**src/inc/ifm_irq_map.vh**
```
// register map, field positions and vector codes of the interrupt flag and mask block
// assumes word-aligned Avalon-MM byte addresses, 8-bit data in the low lane
`ifndef IFM_IRQ_MAP_VH
`define IFM_IRQ_MAP_VH
`define IFM_ADDR_W            8
`define IFM_OFS_TMR_FLAGS     8'h38
`define IFM_OFS_GEN_FLAGS     8'h3c
`define IFM_OFS_GEN_MASK      8'h40
`define IFM_OFS_TMR_MASK      8'h44
`define IFM_OFS_CMP_A         8'h48
`define IFM_OFS_CMP_B         8'h4c
`define IFM_OFS_CTRL          8'h50
`define IFM_OFS_AMASK_A       8'h54
`define IFM_OFS_AMASK_B       8'h58
`define IFM_BIT_EXT_FLAG      6
`define IFM_BIT_PC_FLAG       5
`define IFM_BIT_EXT_EN        6
`define IFM_BIT_PC_EN1        5
`define IFM_BIT_PC_EN0        4
`define IFM_BIT_CMP_A         6
`define IFM_BIT_CMP_B         5
`define IFM_BIT_T1OVF         2
`define IFM_BIT_T0OVF         1
`define IFM_BIT_CTRL_GIE      0
`define IFM_BIT_CTRL_LEVEL    1
`define IFM_GEN_MASK_WMASK    8'h70
`define IFM_TMR_MASK_WMASK    8'h66
`define IFM_PA_PC_PINS        8'hc8
`define IFM_RESET_BYTE        8'h00
`define IFM_PRIME_CNT         2'h3
`define IFM_VEC_NONE          3'h0
`define IFM_VEC_EXT           3'h1
`define IFM_VEC_PC            3'h2
`define IFM_VEC_CMP_A         3'h3
`define IFM_VEC_CMP_B         3'h4
`define IFM_VEC_T1OVF         3'h5
`define IFM_VEC_T0OVF         3'h6
`endif

```
**src/core/ifm_irq_flags.v**
```verilog
// interrupt flags, enables and vector request logic with an Avalon-MM register slave
// assumes event strobes are one-cycle pulses on I_CLOCK; pins arrive asynchronously
//
// Summary of operation
// - set external flag on external pin event
// - external flag, enable, global request vector 1
// - vector entry or written one clears flags
// - level sensing holds external flag cleared
// - set pin-change flag on unmasked pin change
// - group enables gate which pins set flag
// - alternate function masks individual pin changes
// - pin-change flag, enable, global request vector 2
// - compare-A enable, flag, global request vector 3
// - compare-B enable, flag, global request vector 4
// - timer-1 overflow enabled requests vector 5
// - timer-0 overflow enabled requests vector 6
// - compare-A match sets compare-A flag
// - compare-B match sets compare-B flag
// - counter overflows set overflow flags
// - vector execution clears its timer flag
// - timer-1 flag write clears one cycle later
// - timer-0 flag write clears immediately
// - group enables at mask bits 5, 4
//
// The Avalon-MM register port was left to the implementer.
`include "ifm_irq_map.vh"
`default_nettype none
module ifm_irq_flags #(
  parameter CNT_W = 8
) (
  input  wire                   I_CLOCK,
  input  wire                   I_RST,
  input  wire [`IFM_ADDR_W-1:0] I_ADDRESS,
  input  wire                   I_READ,
  input  wire                   I_WRITE,
  input  wire [7:0]             I_WRITEDATA,
  output reg  [7:0]             O_READDATA,
  output reg                    O_WAITREQUEST,
  input  wire                   I_EXT_EVENT,
  input  wire [7:0]             I_PORTB_PINS,
  input  wire [7:0]             I_PORTA_PINS,
  input  wire [CNT_W-1:0]       I_TMR1_COUNT,
  input  wire                   I_TMR1_OVF,
  input  wire                   I_TMR0_OVF,
  input  wire                   I_VEC_ACK,
  input  wire [2:0]             I_VEC_ACK_NUM,
  output reg                    O_IRQ_REQ,
  output reg  [2:0]             O_IRQ_VECTOR
);
  // register file
  reg  [7:0]       gen_mask_r;
  reg  [7:0]       tmr_mask_r;
  reg  [CNT_W-1:0] cmp_a_value_r;
  reg  [CNT_W-1:0] cmp_b_value_r;
  reg              gie_r;
  reg              level_mode_r;
  reg  [7:0]       amask_b_r;
  reg  [7:0]       amask_a_r;
  reg              ext_pin_flag_r;
  reg              pin_change_flag_r;
  reg              cmp_a_flag_r;
  reg              cmp_b_flag_r;
  reg              tmr1_ovf_flag_r;
  reg              tmr0_ovf_flag_r;
  reg  [2:0]       t1_clr_pend_r;
  reg              ack_phase_r;
  // pin synchronisers: three stages, a change counts once stages two and three agree on a new level
  reg  [7:0]       pb_s1_r;
  reg  [7:0]       pb_s2_r;
  reg  [7:0]       pb_s3_r;
  reg  [7:0]       pa_s1_r;
  reg  [7:0]       pa_s2_r;
  reg  [7:0]       pa_s3_r;
  reg  [7:0]       pb_stable_r;
  reg  [7:0]       pa_stable_r;
  reg  [1:0]       prime_cnt_r;
  wire             primed;
  wire [7:0]       pb_raw;
  wire [7:0]       pa_raw;
  wire [7:0]       pb_chg;
  wire [7:0]       pa_chg;
  wire [7:0]       pb_grp_en;
  wire [7:0]       pa_grp_en;
  wire             pc_event;
  wire             wr_hit;
  wire             rd_hit;
  wire             wr_tflags;
  wire             wr_gflags;
  wire             ack_ext;
  wire             ack_pc;
  wire             ack_cmp_a;
  wire             ack_cmp_b;
  wire             ack_t1;
  wire             ack_t0;
  wire             req_ext;
  wire             req_pc;
  wire             req_cmp_a;
  wire             req_cmp_b;
  wire             req_t1;
  wire             req_t0;
  reg  [2:0]       vec_nxt;
  reg  [7:0]       rdata_nxt;

  function is_ack;
    input       ack;
    input [2:0] num;
    input [2:0] code;
    begin
      is_ack = ack && (num == code);
    end
  endfunction

  always @(posedge I_CLOCK or posedge I_RST) begin
    if (I_RST) begin
      pb_s1_r     <= `IFM_RESET_BYTE;
      pb_s2_r     <= `IFM_RESET_BYTE;
      pb_s3_r     <= `IFM_RESET_BYTE;
      pb_stable_r <= `IFM_RESET_BYTE;
    end else begin
      pb_s1_r     <= I_PORTB_PINS;
      pb_s2_r     <= pb_s1_r;
      pb_s3_r     <= pb_s2_r;
      // while priming the accepted level follows the pipe, so pins idling high raise no flag
      pb_stable_r <= primed ? (pb_stable_r ^ pb_raw) : pb_s2_r;
    end
  end

  always @(posedge I_CLOCK or posedge I_RST) begin
    if (I_RST) begin
      pa_s1_r     <= `IFM_RESET_BYTE;
      pa_s2_r     <= `IFM_RESET_BYTE;
      pa_s3_r     <= `IFM_RESET_BYTE;
      pa_stable_r <= `IFM_RESET_BYTE;
    end else begin
      pa_s1_r     <= I_PORTA_PINS;
      pa_s2_r     <= pa_s1_r;
      pa_s3_r     <= pa_s2_r;
      pa_stable_r <= primed ? (pa_stable_r ^ pa_raw) : pa_s2_r;
    end
  end

  // the pipe needs three edges after reset to fill; no change counts before that
  always @(posedge I_CLOCK or posedge I_RST) begin
    if (I_RST) begin
      prime_cnt_r <= 2'h0;
    end else if (!primed) begin
      prime_cnt_r <= prime_cnt_r + 2'h1;
    end
  end
  assign primed = (prime_cnt_r == `IFM_PRIME_CNT);

  genvar gi;
  generate
    for (gi = 0; gi < 8; gi = gi + 1) begin : g_grp
      assign pb_grp_en[gi] = (gi >= 4) ? gen_mask_r[`IFM_BIT_PC_EN1] : gen_mask_r[`IFM_BIT_PC_EN0];
      assign pa_grp_en[gi] = gen_mask_r[`IFM_BIT_PC_EN1];
    end
  endgenerate
  // masked pins still update their accepted level, so unmasking later raises no stale change
  assign pb_raw   = ~(pb_s2_r ^ pb_s3_r) & (pb_s3_r ^ pb_stable_r);
  assign pa_raw   = ~(pa_s2_r ^ pa_s3_r) & (pa_s3_r ^ pa_stable_r);
  assign pb_chg   = pb_raw & pb_grp_en & ~amask_b_r;
  assign pa_chg   = pa_raw & pa_grp_en & ~amask_a_r & `IFM_PA_PC_PINS;
  assign pc_event = primed && ((|pb_chg) || (|pa_chg));

  // bus slave: one wait cycle, answer on the second cycle of the request
  assign rd_hit    = I_READ && O_WAITREQUEST;
  assign wr_hit    = I_WRITE && O_WAITREQUEST;
  assign wr_tflags = wr_hit && (I_ADDRESS == `IFM_OFS_TMR_FLAGS);
  assign wr_gflags = wr_hit && (I_ADDRESS == `IFM_OFS_GEN_FLAGS);

  assign ack_ext   = is_ack(I_VEC_ACK, I_VEC_ACK_NUM, `IFM_VEC_EXT);
  assign ack_pc    = is_ack(I_VEC_ACK, I_VEC_ACK_NUM, `IFM_VEC_PC);
  assign ack_cmp_a = is_ack(I_VEC_ACK, I_VEC_ACK_NUM, `IFM_VEC_CMP_A);
  assign ack_cmp_b = is_ack(I_VEC_ACK, I_VEC_ACK_NUM, `IFM_VEC_CMP_B);
  assign ack_t1    = is_ack(I_VEC_ACK, I_VEC_ACK_NUM, `IFM_VEC_T1OVF);
  assign ack_t0    = is_ack(I_VEC_ACK, I_VEC_ACK_NUM, `IFM_VEC_T0OVF);

  always @(posedge I_CLOCK or posedge I_RST) begin
    if (I_RST) begin
      O_WAITREQUEST <= 1'b1;
      ack_phase_r   <= 1'b0;
    end else begin
      ack_phase_r   <= (I_READ || I_WRITE) && !ack_phase_r;
      O_WAITREQUEST <= !((I_READ || I_WRITE) && !ack_phase_r);
    end
  end

  // control registers; a write is taken at the edge where waitrequest is low
  always @(posedge I_CLOCK or posedge I_RST) begin
    if (I_RST) begin
      gen_mask_r    <= `IFM_RESET_BYTE;
      tmr_mask_r    <= `IFM_RESET_BYTE;
      cmp_a_value_r <= {CNT_W{1'b0}};
      cmp_b_value_r <= {CNT_W{1'b0}};
      gie_r         <= 1'b0;
      level_mode_r  <= 1'b0;
      amask_b_r     <= `IFM_RESET_BYTE;
      amask_a_r     <= `IFM_RESET_BYTE;
    end else if (I_WRITE && !O_WAITREQUEST) begin
      case (I_ADDRESS)
        `IFM_OFS_GEN_MASK: gen_mask_r <= I_WRITEDATA & `IFM_GEN_MASK_WMASK;
        `IFM_OFS_TMR_MASK: tmr_mask_r <= I_WRITEDATA & `IFM_TMR_MASK_WMASK;
        `IFM_OFS_CMP_A:    cmp_a_value_r <= I_WRITEDATA[CNT_W-1:0];
        `IFM_OFS_CMP_B:    cmp_b_value_r <= I_WRITEDATA[CNT_W-1:0];
        `IFM_OFS_CTRL: begin
          gie_r        <= I_WRITEDATA[`IFM_BIT_CTRL_GIE];
          level_mode_r <= I_WRITEDATA[`IFM_BIT_CTRL_LEVEL];
        end
        `IFM_OFS_AMASK_B:  amask_b_r <= I_WRITEDATA;
        `IFM_OFS_AMASK_A:  amask_a_r <= I_WRITEDATA & `IFM_PA_PC_PINS;
        default: ;
      endcase
    end
  end

  // flags: a set in the same cycle as a clear wins, but a timer-1 set in the cycle of its flag write is still cleared
  always @(posedge I_CLOCK or posedge I_RST) begin
    if (I_RST) begin
      ext_pin_flag_r <= 1'b0;
    end else if (level_mode_r) begin
      // level sensing keeps the flag low, so no external request is raised in this mode
      ext_pin_flag_r <= 1'b0;
    end else if (I_EXT_EVENT) begin
      ext_pin_flag_r <= 1'b1;
    end else if (ack_ext || (wr_gflags && I_WRITEDATA[`IFM_BIT_EXT_FLAG])) begin
      ext_pin_flag_r <= 1'b0;
    end
  end

  always @(posedge I_CLOCK or posedge I_RST) begin
    if (I_RST) begin
      pin_change_flag_r <= 1'b0;
    end else if (pc_event) begin
      pin_change_flag_r <= 1'b1;
    end else if (ack_pc || (wr_gflags && I_WRITEDATA[`IFM_BIT_PC_FLAG])) begin
      pin_change_flag_r <= 1'b0;
    end
  end

  // timer-1 flag write clears are held one cycle before they act
  always @(posedge I_CLOCK or posedge I_RST) begin
    if (I_RST) begin
      t1_clr_pend_r <= 3'h0;
    end else if (wr_tflags) begin
      t1_clr_pend_r <= {I_WRITEDATA[`IFM_BIT_CMP_A], I_WRITEDATA[`IFM_BIT_CMP_B], I_WRITEDATA[`IFM_BIT_T1OVF]};
    end else begin
      t1_clr_pend_r <= 3'h0;
    end
  end

  // compare flags set again on every cycle the count still matches
  always @(posedge I_CLOCK or posedge I_RST) begin
    if (I_RST) begin
      cmp_a_flag_r <= 1'b0;
      cmp_b_flag_r <= 1'b0;
    end else begin
      if (I_TMR1_COUNT == cmp_a_value_r) begin
        cmp_a_flag_r <= 1'b1;
      end else if (ack_cmp_a || t1_clr_pend_r[2]) begin
        cmp_a_flag_r <= 1'b0;
      end
      if (I_TMR1_COUNT == cmp_b_value_r) begin
        cmp_b_flag_r <= 1'b1;
      end else if (ack_cmp_b || t1_clr_pend_r[1]) begin
        cmp_b_flag_r <= 1'b0;
      end
    end
  end

  always @(posedge I_CLOCK or posedge I_RST) begin
    if (I_RST) begin
      tmr1_ovf_flag_r <= 1'b0;
      tmr0_ovf_flag_r <= 1'b0;
    end else begin
      if (I_TMR1_OVF) begin
        tmr1_ovf_flag_r <= 1'b1;
      end else if (ack_t1 || t1_clr_pend_r[0]) begin
        tmr1_ovf_flag_r <= 1'b0;
      end
      // timer 0 runs on this clock, so its write clear needs no extra stage
      if (I_TMR0_OVF) begin
        tmr0_ovf_flag_r <= 1'b1;
      end else if (ack_t0 || (wr_tflags && I_WRITEDATA[`IFM_BIT_T0OVF])) begin
        tmr0_ovf_flag_r <= 1'b0;
      end
    end
  end

  assign req_ext   = gie_r && gen_mask_r[`IFM_BIT_EXT_EN] && ext_pin_flag_r;
  // one enable is the flag mask for each group, so the request needs either set
  assign req_pc    = gie_r && (gen_mask_r[`IFM_BIT_PC_EN1] || gen_mask_r[`IFM_BIT_PC_EN0]) && pin_change_flag_r;
  assign req_cmp_a = gie_r && tmr_mask_r[`IFM_BIT_CMP_A] && cmp_a_flag_r;
  assign req_cmp_b = gie_r && tmr_mask_r[`IFM_BIT_CMP_B] && cmp_b_flag_r;
  assign req_t1    = gie_r && tmr_mask_r[`IFM_BIT_T1OVF] && tmr1_ovf_flag_r;
  assign req_t0    = gie_r && tmr_mask_r[`IFM_BIT_T0OVF] && tmr0_ovf_flag_r;

  always @* begin
    vec_nxt = `IFM_VEC_NONE;
    if (req_ext)
      vec_nxt = `IFM_VEC_EXT;
    else if (req_pc)
      vec_nxt = `IFM_VEC_PC;
    else if (req_cmp_a)
      vec_nxt = `IFM_VEC_CMP_A;
    else if (req_cmp_b)
      vec_nxt = `IFM_VEC_CMP_B;
    else if (req_t1)
      vec_nxt = `IFM_VEC_T1OVF;
    else if (req_t0)
      vec_nxt = `IFM_VEC_T0OVF;
  end

  always @* begin
    rdata_nxt = `IFM_RESET_BYTE;
    case (I_ADDRESS)
      `IFM_OFS_TMR_FLAGS: begin
        rdata_nxt[`IFM_BIT_CMP_A] = cmp_a_flag_r;
        rdata_nxt[`IFM_BIT_CMP_B] = cmp_b_flag_r;
        rdata_nxt[`IFM_BIT_T1OVF] = tmr1_ovf_flag_r;
        rdata_nxt[`IFM_BIT_T0OVF] = tmr0_ovf_flag_r;
      end
      `IFM_OFS_GEN_FLAGS: begin
        rdata_nxt[`IFM_BIT_EXT_FLAG] = ext_pin_flag_r;
        rdata_nxt[`IFM_BIT_PC_FLAG]  = pin_change_flag_r;
      end
      `IFM_OFS_GEN_MASK: rdata_nxt = gen_mask_r;
      `IFM_OFS_TMR_MASK: rdata_nxt = tmr_mask_r;
      `IFM_OFS_CMP_A:    rdata_nxt[CNT_W-1:0] = cmp_a_value_r;
      `IFM_OFS_CMP_B:    rdata_nxt[CNT_W-1:0] = cmp_b_value_r;
      `IFM_OFS_CTRL: begin
        rdata_nxt[`IFM_BIT_CTRL_GIE]   = gie_r;
        rdata_nxt[`IFM_BIT_CTRL_LEVEL] = level_mode_r;
      end
      `IFM_OFS_AMASK_B:  rdata_nxt = amask_b_r;
      `IFM_OFS_AMASK_A:  rdata_nxt = amask_a_r;
      default:           rdata_nxt = `IFM_RESET_BYTE;
    endcase
  end

  always @(posedge I_CLOCK or posedge I_RST) begin
    if (I_RST) begin
      O_READDATA   <= `IFM_RESET_BYTE;
      O_IRQ_REQ    <= 1'b0;
      O_IRQ_VECTOR <= `IFM_VEC_NONE;
    end else begin
      if (rd_hit)
        O_READDATA <= rdata_nxt;
      // an acknowledged vector is dropped at once so it is not fetched twice
      O_IRQ_REQ    <= (vec_nxt != `IFM_VEC_NONE) && !I_VEC_ACK;
      O_IRQ_VECTOR <= I_VEC_ACK ? `IFM_VEC_NONE : vec_nxt;
    end
  end
endmodule
`default_nettype wire

```
**config.mk**
```make
export PLATFORM = sky130hd
export DESIGN_NAME = ifm_irq_flags
export DESIGN_NICKNAME = d
export VERILOG_FILES = /design/src/core/ifm_irq_flags.v
export VERILOG_INCLUDE_DIRS = /design/src /design/src/inc
export SDC_FILE = /design/constraint.sdc
export NUM_CORES = 1
export LEC_CHECK = 0
export BUFFER_PORTS_ARGS = -buffer_cell sky130_fd_sc_hd__clkbuf_2
export CAP_MARGIN = 20
export CORE_MARGIN = 10
export CORE_UTILIZATION = 45
export CTS_BUF_LIST = sky130_fd_sc_hd__clkbuf_16
export DETAILED_ROUTE_END_ITERATION = 6
export SLEW_MARGIN = 10
export SYNTH_ARGS = -nofsm -noshare
export SYNTH_HDL_FRONTEND = slang
export SYNTH_SLANG_ARGS = --single-unit
```
**constraint.sdc**
```tcl
create_clock -name I_CLOCK -period 7.4 [get_ports I_CLOCK]
set_input_delay 1.48 -clock I_CLOCK [delete_from_list [all_inputs] [get_ports I_CLOCK]]
set_output_delay 1.48 -clock I_CLOCK [all_outputs]
set_load 0.01 [all_outputs]
```
* Word level (Yosys, flattened, before mapping)
Index checks and enable logic that the tools add are counted.
Widths: inputs -> output; s select.
** Cells by class
- $add $sub $neg :: 1
- Bitwise operators :: 16
- Mux-type cells :: 29
- Equal/unequal tests :: 18
- Reductions and logical operators :: 58
** Operator list (count)
- $eq 8x7->1 const B :: 7
- $and 8x8->8 :: 6
- $xor 8x8->8 :: 6
- $not 8->8 :: 4
- $logic_and 1x1->1 :: 29
- $mux 3 :: 8
- $eq 8x6->1 const B :: 2
- $eq 8x8->1 :: 2
- $mux 8 :: 2
- $pmux 2 s8 :: 1
- $reduce_and 2->1 :: 7
- $mux 1 :: 13
- $pmux 2 s5 :: 1
- $reduce_bool 2->1 :: 5
- $eq 3x3->1 const B :: 3
- $logic_or 1x1->1 :: 9
- $pmux 1 s4 :: 2
- $reduce_or 8->1 :: 1
- $eq 3x2->1 const B :: 2
- $pmux 1 s6 :: 1
- $reduce_bool 3->1 :: 2
- $pmux 1 s5 :: 1
- $logic_not 1->1 :: 4
- $eq 3x1->1 const B :: 1
- other kinds (3) :: 3
** Storage, ports and cells
- Input port bits :: 51
- Register bits after elaboration :: 125
- Word-level logic and storage cells :: 151
- Output and inout port bits :: 13

* Longest topological paths before layout
Gate-level depths: netlist (run 1).
- Depth in word-level cells :: 10
- Depth in mapped cells :: 7
- Depth with buffers taken out :: 5

* Worst setup path after synthesis (run 1)
Ideal clock, no wire load.
- Path kind :: in2reg
- Start :: in I_ADDRESS[2]
- End :: reg amask_a_r[3]
- Arrival time :: 2608 ps
- Slack :: 4667 ps
- Stages :: 5
- Path buffers :: 1
- Library setup time :: 125 ps
- Required time :: 7275 ps
- Path through :: buf_2 nor2b_1 nand4b_1 nor2_1 mux2_2
** On the way
- Cells in the longest elaborated chain, start to end :: 2
** Ends and longest elaborated chain
- start: declaration :: line ifm_irq_flags.v:33 : input wire [`IFM_ADDR_W-1:0] I_ADDRESS,
- $eq 8x7->1 :: line ifm_irq_flags.v:201 : case (I_ADDRESS)
- $reduce_and 2->1 (no line)
- end signal: assignment :: line ifm_irq_flags.v:199 : amask_a_r <= `IFM_RESET_BYTE;
- end signal: assignment :: line ifm_irq_flags.v:211 : `IFM_OFS_AMASK_A: amask_a_r <= I_WRITEDATA & `IFM_PA_PC_PINS;
- end: declaration :: line ifm_irq_flags.v:58 : reg [7:0] amask_a_r;
No other way between the ends.
A chain may end at the register's enable or synchronous reset.

* Worst setup path after layout (run 1)
Same ends and word-level chain as after synthesis.

==> results of run 1 <==
==> cell families (layout without fill, tap and decap cells) <==
| family | count (synthesis) | count (layout) | share of synthesized area (%) |
|---|---|---|---|
| and+or+nand+nor | 156 | 156 | 19.4 |
| DFF | 105 | 105 | 54.8 |
| AOI/OAI and AO/OA | 78 | 78 | 9.96 |
| muxes | 47 | 47 | 10.9 |
| xor gates and xnor gates | 17 | 17 | 3.10 |
| buffers and inverters | 15 | 79 | 1.56 |
| adders and majority gates | 1 | 1 | 0.261 |
==> through the flow <==
step	setup WS, ps	instances	area [µm²]	hold WS, ps	power [mW]
floorplan	3160	419	4800	331	0.698
global placement	4110	603	5210	332	0.739
detailed placement	4070	603	5210	336	0.743
CTS	4440	619	5490	351	1.22
global route	4330	619	5490	355	1.26
finish	4410	619	5490	349	1.20
==> layout make-up <==
class	count	area, µm²	share of cell area (%)
sequential	105	2630	47.8
multi-input combinational	299	2090	38.1
timing repair buffer	59	298	5.42
clock buffer	9	225	4.10
tap	136	170	3.10
clock inverter	7	61.3	1.12
inverter	4	17.5	0.319
==> cell usage in the layout, fill, tap and decap left out, types with 9 or more instances in the layout <==
master,count
dfrtp_1,104
clkbuf_2,58
mux2_2,42
a21oi_1,36
nand2_1,35
nor2_1,31
xnor2_1,17
nand2b_1,12
nand3_1,11
nand3b_1,11
o21ai_0,9
clkbuf_16,9
==> power by group <==
| part | leakage (nW) | total (mW) | internal [mW] | switching (mW) |
|---|---|---|---|---|
| Clock | 0.148 | 0.473 | 0.259 | 0.213 |
| Combinational | 1.02 | 0.107 | 0.0458 | 0.0610 |
| Sequential | 1.33 | 0.625 | 0.601 | 0.0240 |
| Total | 2.50 | 1.20 | 0.906 | 0.298 |
==> worst paths after layout <==
kind / end / cells past startpoint
worst max register to register: pin_change_flag_r$_DFFE_PP0P_ / 5
worst min register to register: pb_s2_r[5]$_DFF_PP0_ / 0
worst min-delay path: pb_s2_r[5]$_DFF_PP0_ / 0
worst max-delay path: amask_a_r[3]$_DFFE_PP0P_ / 5
max in group asynchronous: cmp_a_value_r[2]$_DFFE_PP0P_ / 3
min in group asynchronous: t1_clr_pend_r[1]$_DFF_PP0_ / 2
==> routing by layer <==
metal  up-vias  track usage [%]  routed length, µm
met5         -                0                  0
met4         0             7.21                230
met3        15             3.65                502
met2        58             25.7               5560
met1      1721             19.7               5150
li1       1634                -                  -
==> impl_metrics.py, run 1 <==
metrics = {
    "logic_synthesis": {
        "post_synth.cell_area_avg_um2": 11.4,
        "synth.cell_area_mm2": 0.00480,
        "ys_top_cells_by_area": "dfrtp_1 (54%), mux2_2 (9.9%), a21oi_1 (3.8%)",
        "synth_seq_area_share_pct": 54.8,
        "count_of_unique_library_cells_instantiated_by_yosys": 62,
        "post-synth-top-area-fraction_pct": 54.3,
        "postSynthRegisterBits": 105,
        "gate_count_of_the_mapped_netlist": 419,
        "ys_dominant_reg_cell": "dfrtp_1",
        "synth-warning-count": 0,
        "cell_type_with_the_largest_total_area_after_synthesis": "dfrtp_1",
        "synth_edf_count": 0,
        "yosys.cell_count.top_type": "dfrtp_1",
        "synth_nets": 471,
        "async_reset_ff_share_pct": 100,
        "leading_post_synthesis_cells_by_instance_count": "dfrtp_1 (104), mux2_2 (42), a21oi_1 (36)",
    },
    "setup_path": {
        "arrival_time_of_the_worst_setup_path_ps": 3240,
        "critPathMaxStageDelay_ps": 500,
        "end_kind": "register",
        "setup.worst_path.start": "I_ADDRESS[2]",
        "path_class": "input port to register",
        "start_kind": "input port",
        "critPathTopFamily": "simple AND/OR/NAND/NOR gates",
        "worstPathMaxFanout": 19,
        "worstPathBufferInverterCount": 1,
        "setup.reg_to_reg.worst_slack_ps": 5690,
        "cp_cell_sequence": "clkbuf_2, nor2b_1, nand4b_1, nor2_1, mux2_2",
        "cell_with_the_largest_stage_delay_on_the_worst_path": "nor2b_1",
        "worst-endpoint-required_ps": 7650,
    },
    "cts": {
        "post-cts-setup-buffer-count": 0,
        "clkSinkCount": 105,
        "cts_tree": "built",
        "cts.path.max_buffers": 2,
        "cts.root.buffer_cell": "clkbuf_16",
        "cts_hold_repair.buffers": 0,
        "insertion_delay_ps": 360,
        "cts.reportedPaths.clkPinSlew_ps": 70,
        "numCtsBuffers": 9,
        "htree_levels": 3,
        "post_cts.resized_instances": 0,
    },
    "cells_and_area": {
        "final_layout_size_suffix_gt1_share_pct": 27.7,
        "area_growth_pct": 14.5,
        "num_antenna_cells": 0,
        "finish.utilization_pct": 53.0,
        "fillers": 927,
        "final_net_count": 530,
    },
    "floorplan": {
        "rows": 37,
        "initial_core_util_pct": 46.3,
        "io_pins": 64,
        "die_width_um": 123,
        "core_mm2": 0.0104,
        "die_h_um": 123,
        "dieArea_mm2": 0.0152,
    },
    "sta": {
        "layout_worst_path_cycle_share_pct": 40.5,
        "timing.final.crit_period_ps": 2990,
        "hold_viol_final": 0,
        "final_count_of_pins_violating_max_slew": 0,
        "fmaxAchievable_mhz": 334,
        "final-setup-viol-count": 0,
        "slew_headroom_pct": 36.5,
        "tightestPinTransition_ps": 952,
        "clock_skew_ps": 5.52,
        "grt_setup_unrepaired": "false",
        "totalNegativeSetupSlack_ps": 0,
    },
    "route": {
        "avgViaCountPerCell": 5.54,
        "post-route-drc-count": 0,
        "postRouteWirelength_um": 11400,
        "antenna_left": 0,
        "routed-via-count": 3428,
        "detail_route.wl_per_cell_um": 18.5,
        "firstDrtPassIters": 4,
        "initialDrtViolationCount": 189,
    },
    "worst_hold_path": {
        "min-delay-start": "pb_s1_r[5]$_DFF_PP0_",
        "holdCritPathClass": "register to register",
    },
    "placed_design": {
        "placer_s_final_routability_congestion_estimate": 0.940,
        "detailed_place_hpwl_um": 8340,
        "port-buffer-count": 58,
    },
    "power_and_ir_drop": {
        "ir_drop_mv": 0.142,
        "power-per-cell-area_mw_per_mm2": 219,
        "power.static_leakage_nw": 2.50,
    },
    "grt": {
        "initial_antenna_violation_count": 0,
        "global_route.overflow_total": 0,
        "global_route_wire_length_before_repair_um": 18400,
        "grt_start_max_net_pins": 76,
        "vias_in_the_first_global_route": 3471,
        "grt_use_total_pct": 15.8,
    },
    "run_status": {
        "outcome": "finished, final reports clean",
    },
    "flow_run": {
        "drv.max_cap_violation_count": 0,
    },
}
Note: power is estimated with default switching activity, not from simulation.
==> run 2, diff against run 1 <==
==> constraint.sdc (replaced) <==
create_clock -name I_CLOCK -period 2.8 [get_ports I_CLOCK]
set_input_delay 0.56 -clock I_CLOCK [delete_from_list [all_inputs] [get_ports I_CLOCK]]
set_output_delay 0.56 -clock I_CLOCK [all_outputs]
set_load 0.01 [all_outputs]
==> impl_metrics.py, run 2 (synthesis gave the netlist of run 1 again) <==
metrics = {
    "sta": {
        "grt_setup_unrepaired": "false",
        "layout_worst_path_cycle_share_pct": 63.8,
        "clock_skew_ps": 6.71,
        "final-setup-viol-count": 0,
        "tightestPinTransition_ps": 560,
        "slew_headroom_pct": 62.7,
        "hold_viol_final": 0,
        "timing.final.crit_period_ps": 1790,
        "final_count_of_pins_violating_max_slew": 0,
        "fmaxAchievable_mhz": 559,
        "totalNegativeSetupSlack_ps": 0,
    },
    "setup_path": {
        "arrival_time_of_the_worst_setup_path_ps": 2020,
        "worstPathMaxFanout": 19,
        "end_kind": "register",
        "start_kind": "input port",
        "worst-endpoint-required_ps": 3030,
        "setup.reg_to_reg.worst_slack_ps": 1020,
        "path_class": "input port to register",
        "reg2regPathDepth": 5,
        "regToRegEndpoint": "pin_change_flag_r$_DFFE_PP0P_",
    },
    "worst_hold_path": {
        "min-delay-start": "I_PORTA_PINS[6]",
        "worst_hold_path.endpoint": "pa_s1_r[6]$_DFF_PP0_",
        "holdCritPathClass": "input port to register",
        "hold_path_stages": 1,
    },
    "grt": {
        "vias_in_the_first_global_route": 3517,
        "global_route_wire_length_before_repair_um": 18700,
        "grt_start_max_net_pins": 106,
        "grt_use_total_pct": 15.8,
        "initial_antenna_violation_count": 0,
        "global_route.overflow_total": 0,
    },
    "cts": {
        "numCtsBuffers": 9,
        "cts.root.buffer_cell": "clkbuf_16",
        "cts_hold_repair.buffers": 0,
        "post_cts.resized_instances": 0,
        "cts.path.max_buffers": 2,
        "insertion_delay_ps": 350,
        "htree_levels": 3,
        "clkSinkCount": 105,
        "cts_tree": "built",
        "cts.reportedPaths.clkPinSlew_ps": 70,
        "post-cts-setup-buffer-count": 0,
    },
    "floorplan": {
        "io_pins": 64,
        "dieArea_mm2": 0.0152,
        "rows": 37,
        "die_h_um": 123,
        "initial_core_util_pct": 46.3,
        "core_mm2": 0.0104,
        "die_width_um": 123,
    },
    "cells_and_area": {
        "final_net_count": 532,
        "area_growth_pct": 15.8,
        "final_cell_mix": "dfrtp_1 (104), clkbuf_2 (58), mux2_2 (42), a21oi_1 (36), nand2_1 (35)",
        "final_cell_count_without_fillers": 621,
        "num_antenna_cells": 0,
        "mostFrequentLayoutCell": "dfrtp_1",
        "final_layout_size_suffix_gt1_share_pct": 28.0,
    },
    "route": {
        "initialDrtViolationCount": 192,
        "antenna_left": 0,
        "detail_route.wl_per_cell_um": 18.3,
        "firstDrtPassIters": 4,
        "avgViaCountPerCell": 5.44,
        "routed-via-count": 3380,
        "postRouteWirelength_um": 11400,
        "post-route-drc-count": 0,
    },
    "run_status": {
        "outcome": "finished, final reports clean",
    },
    "power_and_ir_drop": {
        "p_total_mw": 3.30,
        "ir_drop_mv": 0.270,
        "power-per-cell-area_mw_per_mm2": 594,
        "power.static_leakage_nw": 2.52,
    },
    "flow_run": {
        "drv.max_cap_violation_count": 0,
    },
    "placed_design": {
        "detailed_place_hpwl_um": 8200,
        "place_inst": 605,
        "port-buffer-count": 58,
        "placer_s_final_routability_congestion_estimate": 0.916,
    },
}
## run 2: report_power, final
group          internal (mW)  switching [mW]  leakage [nW]  total, mW
registers               1.59          0.0637          1.33       1.65
logic                  0.124           0.161          1.03      0.285
clock network          0.785           0.577         0.155       1.36
total                   2.50           0.803          2.52       3.30
## run 2: cell type report
cell class | count | area [µm²]
Fill cell | 910 | 4820
Sequential cell | 105 | 2630
Multi-Input combinational cell | 299 | 2090
Timing Repair Buffer | 61 | 325
Clock buffer | 9 | 225
Tap cell | 136 | 170
Clock inverter | 7 | 92.6
Inverter | 4 | 18.8
## run 2: worst max-delay path by stage
stage	start	depth (start not counted)	slack [ps]	endpoint
floorplan	I_RST	1	980	O_IRQ_REQ$_DFF_PP0_
global placement	I_ADDRESS[3]	5	720	amask_b_r[5]$_DFFE_PP0P_
detailed placement	I_ADDRESS[3]	5	690	amask_b_r[6]$_DFFE_PP0P_
CTS	register	5	940	pin_change_flag_r$_DFFE_PP0P_
global route	I_ADDRESS[3]	5	920	amask_b_r[2]$_DFFE_PP0P_
finish	I_ADDRESS[2]	5	1010	amask_a_r[3]$_DFFE_PP0P_
## run 2: worst max-delay path: stages
cell and delay, ps:
clkbuf_2 380, nor2b_1 240, nand4b_1 130, nor2_1 320, mux2_2 380
## run 2: through the flow
step	area, µm²	hold WS [ps]	util, %	setup WS [ps]
finish	5550	316	53.6	1010
global route	5550	303	53.6	924
CTS	5550	303	53.6	940
detailed placement	5240	335	50.5	692
global placement	5240	332	50.5	716
floorplan	4800	331	-	981
## run 2: routing by layer
metal,up-vias,part of all wire [%],track usage [%]
met5,-,0,0
met4,0,0.90,4.80
met3,9,3.8,3.37
met2,53,50,25.2
met1,1686,45,21.0
li1,1632,-,-
==> run 3, diff against run 2 <==
--- a/config.mk
+++ b/config.mk
@@ -6,6 +6,7 @@
 export SDC_FILE = /design/constraint.sdc
 export NUM_CORES = 1
 export LEC_CHECK = 0
+export ABC_AREA = 1
 export BUFFER_PORTS_ARGS = -buffer_cell sky130_fd_sc_hd__clkbuf_2
 export CAP_MARGIN = 20
 export CORE_MARGIN = 10
==> constraint.sdc (replaced) <==
create_clock -name I_CLOCK -period 1.8 [get_ports I_CLOCK]
set_input_delay 0.36 -clock I_CLOCK [delete_from_list [all_inputs] [get_ports I_CLOCK]]
set_output_delay 0.36 -clock I_CLOCK [all_outputs]
set_load 0.01 [all_outputs]
==> impl_metrics.py, run 3 <==
metrics = {
    "setup_path": {
        "worstPathMaxFanout": 8,
        "start_kind": "register",
        "end_kind": "register",
        "worst-endpoint-required_ps": 2030,
        "path_class": "register to register",
        "critPathMaxStageDelay_ps": 570,
        "cp_cell_sequence": "nand2_1, inv_1, o21ai_0, nor3_1, nor2_1",
        "critPathTopFamily": "simple AND/OR/NAND/NOR gates",
        "cell_with_the_largest_stage_delay_on_the_worst_path": "dfstp_2",
        "arrival_time_of_the_worst_setup_path_ps": 1760,
        "worstPathBufferInverterCount": 1,
    },
    "route": {
        "initialDrtViolationCount": 301,
        "amount_of_wire_on_met3_after_detailed_routing_um": 739,
        "detail_route.wl_per_cell_um": 14.6,
        "top_layer_used": "met4",
        "antenna_left": 0,
        "postRouteWirelength_um": 11200,
        "routed-via-count": 3766,
        "post-route-drc-count": 0,
        "routed-wl-met2_um": 4940,
        "avgViaCountPerCell": 4.90,
        "m1WireLength_um": 5390,
        "firstDrtPassIters": 4,
    },
    "cts": {
        "clkSinkCount": 105,
        "numCtsBuffers": 9,
        "insertion_delay_ps": 350,
        "cts.path.max_buffers": 2,
        "cts.root.buffer_cell": "clkbuf_16",
        "cts.reportedPaths.clkPinSlew_ps": 70,
        "htree_levels": 3,
        "cts_tree": "built",
    },
    "cells_and_area": {
        "final_cell_count_without_fillers": 769,
        "fillers": 997,
        "finish.utilization_pct": 53.9,
        "fin_area_mm2": 0.00554,
        "final_net_count": 681,
        "area_growth_pct": 17.3,
        "final_layout_size_suffix_gt1_share_pct": 19.1,
        "mostFrequentLayoutCell": "nand2_1",
        "num_antenna_cells": 0,
        "final_cell_mix": "nand2_1 (156), dfrtp_1 (104), inv_1 (59), clkbuf_2 (58), nor2_1 (53)",
    },
    "grt": {
        "global_route.overflow_total": 0,
        "vias_in_the_first_global_route": 3688,
        "grt_start_max_net_pins": 45,
        "initial_antenna_violation_count": 0,
        "grt_use_total_pct": 16.0,
        "global_route_wire_length_before_repair_um": 18400,
    },
    "placed_design": {
        "placement.setup.worst_slack_ps": 166,
        "placer_s_final_routability_congestion_estimate": 0.890,
        "detailed_place.area_mm2": 0.00527,
        "port-buffer-count": 58,
        "place_inst": 753,
        "detailed_place_hpwl_um": 8580,
    },
    "sta": {
        "fmaxAchievable_mhz": 654,
        "layout_worst_path_cycle_share_pct": 84.9,
        "final_count_of_pins_violating_max_slew": 0,
        "totalNegativeSetupSlack_ps": 0,
        "tightestPinTransition_ps": 443,
        "layout_setup_ws_ps": 272,
        "grt_setup_unrepaired": "false",
        "timing.hold.ws_ps": 109,
        "timing.final.crit_period_ps": 1530,
        "slew_headroom_pct": 70.3,
        "clock_skew_ps": 10.3,
        "hold_viol_final": 0,
        "final-setup-viol-count": 0,
    },
    "floorplan": {
        "io_pins": 64,
        "initial_core_util_pct": 46.0,
        "die_width_um": 122,
        "rows": 37,
        "dieArea_mm2": 0.0150,
        "core_mm2": 0.0103,
        "die_h_um": 122,
    },
    "logic_synthesis": {
        "synth_edf_count": 0,
        "yosys.cell_count.top_type": "nand2_1",
        "ys_top_cells_by_area": "dfrtp_1 (55%), nand2_1 (12%), inv_1 (4.7%)",
        "count_of_unique_library_cells_instantiated_by_yosys": 34,
        "synth-warning-count": 0,
        "async_reset_ff_share_pct": 100,
        "synth_seq_area_share_pct": 55.6,
        "synth.cell_area_mm2": 0.00472,
        "gate_count_of_the_mapped_netlist": 554,
        "cell_type_with_the_largest_total_area_after_synthesis": "dfrtp_1",
        "ys_dominant_reg_cell": "dfrtp_1",
        "leading_post_synthesis_cells_by_instance_count": "nand2_1 (156), dfrtp_1 (104), inv_1 (59)",
        "post_synth.cell_area_avg_um2": 8.53,
        "post-synth-top-area-fraction_pct": 55.1,
        "synth_nets": 606,
        "postSynthRegisterBits": 105,
    },
    "power_and_ir_drop": {
        "power-per-cell-area_mw_per_mm2": 858,
        "ir_drop_mv": 0.640,
        "p_total_mw": 4.75,
        "power.static_leakage_nw": 2.78,
    },
    "flow_run": {
        "drv.max_cap_violation_count": 0,
    },
    "worst_hold_path": {
        "holdCritPathClass": "input port to register",
    },
    "run_status": {
        "outcome": "finished, final reports clean",
    },
}
## run 3: cell count changes in the layout (fill, tap and decap cells not counted), sizes merged, moves of 12 or more
cell,before,now
a21oi,36,14
nand3,13,43
nand2,38,162
mux2,42,0
xnor2,17,5
o21ai,11,58
nand2b,13,0
nor2,32,59
inv,6,61
nand3b,12,0
## run 3: path summary, 6_finish.rpt
kind                                         start                   endpoint  slack (ps)  depth (start not counted)
hold reg to reg               pb_s1_r[3]$_DFF_PP0_       pb_s2_r[3]$_DFF_PP0_         350                          0
setup / recovery           O_WAITREQUEST$_DFF_PP1_  O_READDATA[2]$_DFFE_PP0P_         270                          5
setup reg to reg           O_WAITREQUEST$_DFF_PP1_  O_READDATA[2]$_DFFE_PP0P_         270                          5
hold / removal                     I_PORTA_PINS[6]       pa_s1_r[6]$_DFF_PP0_         110                          1
min in group asynchronous                    I_RST                  async pin         510                          3
max in group asynchronous                    I_RST  tmr_mask_r[2]$_DFFE_PP0P_         760                          4
## run 3: logic make-up after synthesis
kind of cell	count (synthesis)	share of synthesized area (%)
AOI/OAI and AO/OA	85	10.3
xor gates and xnor gates	5	0.927
adders and majority gates	1	0.265
buffers and inverters	68	5.80
DFF	105	55.6
and+or+nand+nor	290	27.1
## run 3: metal layers
metal	vias to the layer above	global-route usage (%)
li1	1940	-
met1	1738	21.9
met2	75	23.1
met3	13	5.92
met4	0	4.86
met5	-	0
## run 3: power by group
group,internal (mW),switching [mW]
logic,0.169,0.256
clock network,0.923,0.848
registers,2.47,0.0855
total,3.56,1.19
## run 3: worst reg2reg max path, cell delays in order (launching register included)
cell     delay [ps]
dfstp_2         570
nand2_1         190
inv_1           150
o21ai_0         100
nor3_1          320
nor2_1           70
## run 3: what timing repair did
| action | CTS | global route |
|---|---|---|
| hold endpoints to repair | 9 | 0 |
| hold buffers | 1 | 0 |
| buffers inserted | 0 | 0 |
| resized for setup | 0 | 0 |
## run 3: final cells by class
class	instances	area (µm²)	area share [%]
clock inverter	6	37.5	0.678
sequential	105	2630	47.4
timing repair buffer	70	420	7.59
tap	136	170	3.07
multi-input combinational	381	1820	32.9
inverter	62	236	4.27
clock buffer	9	225	4.07
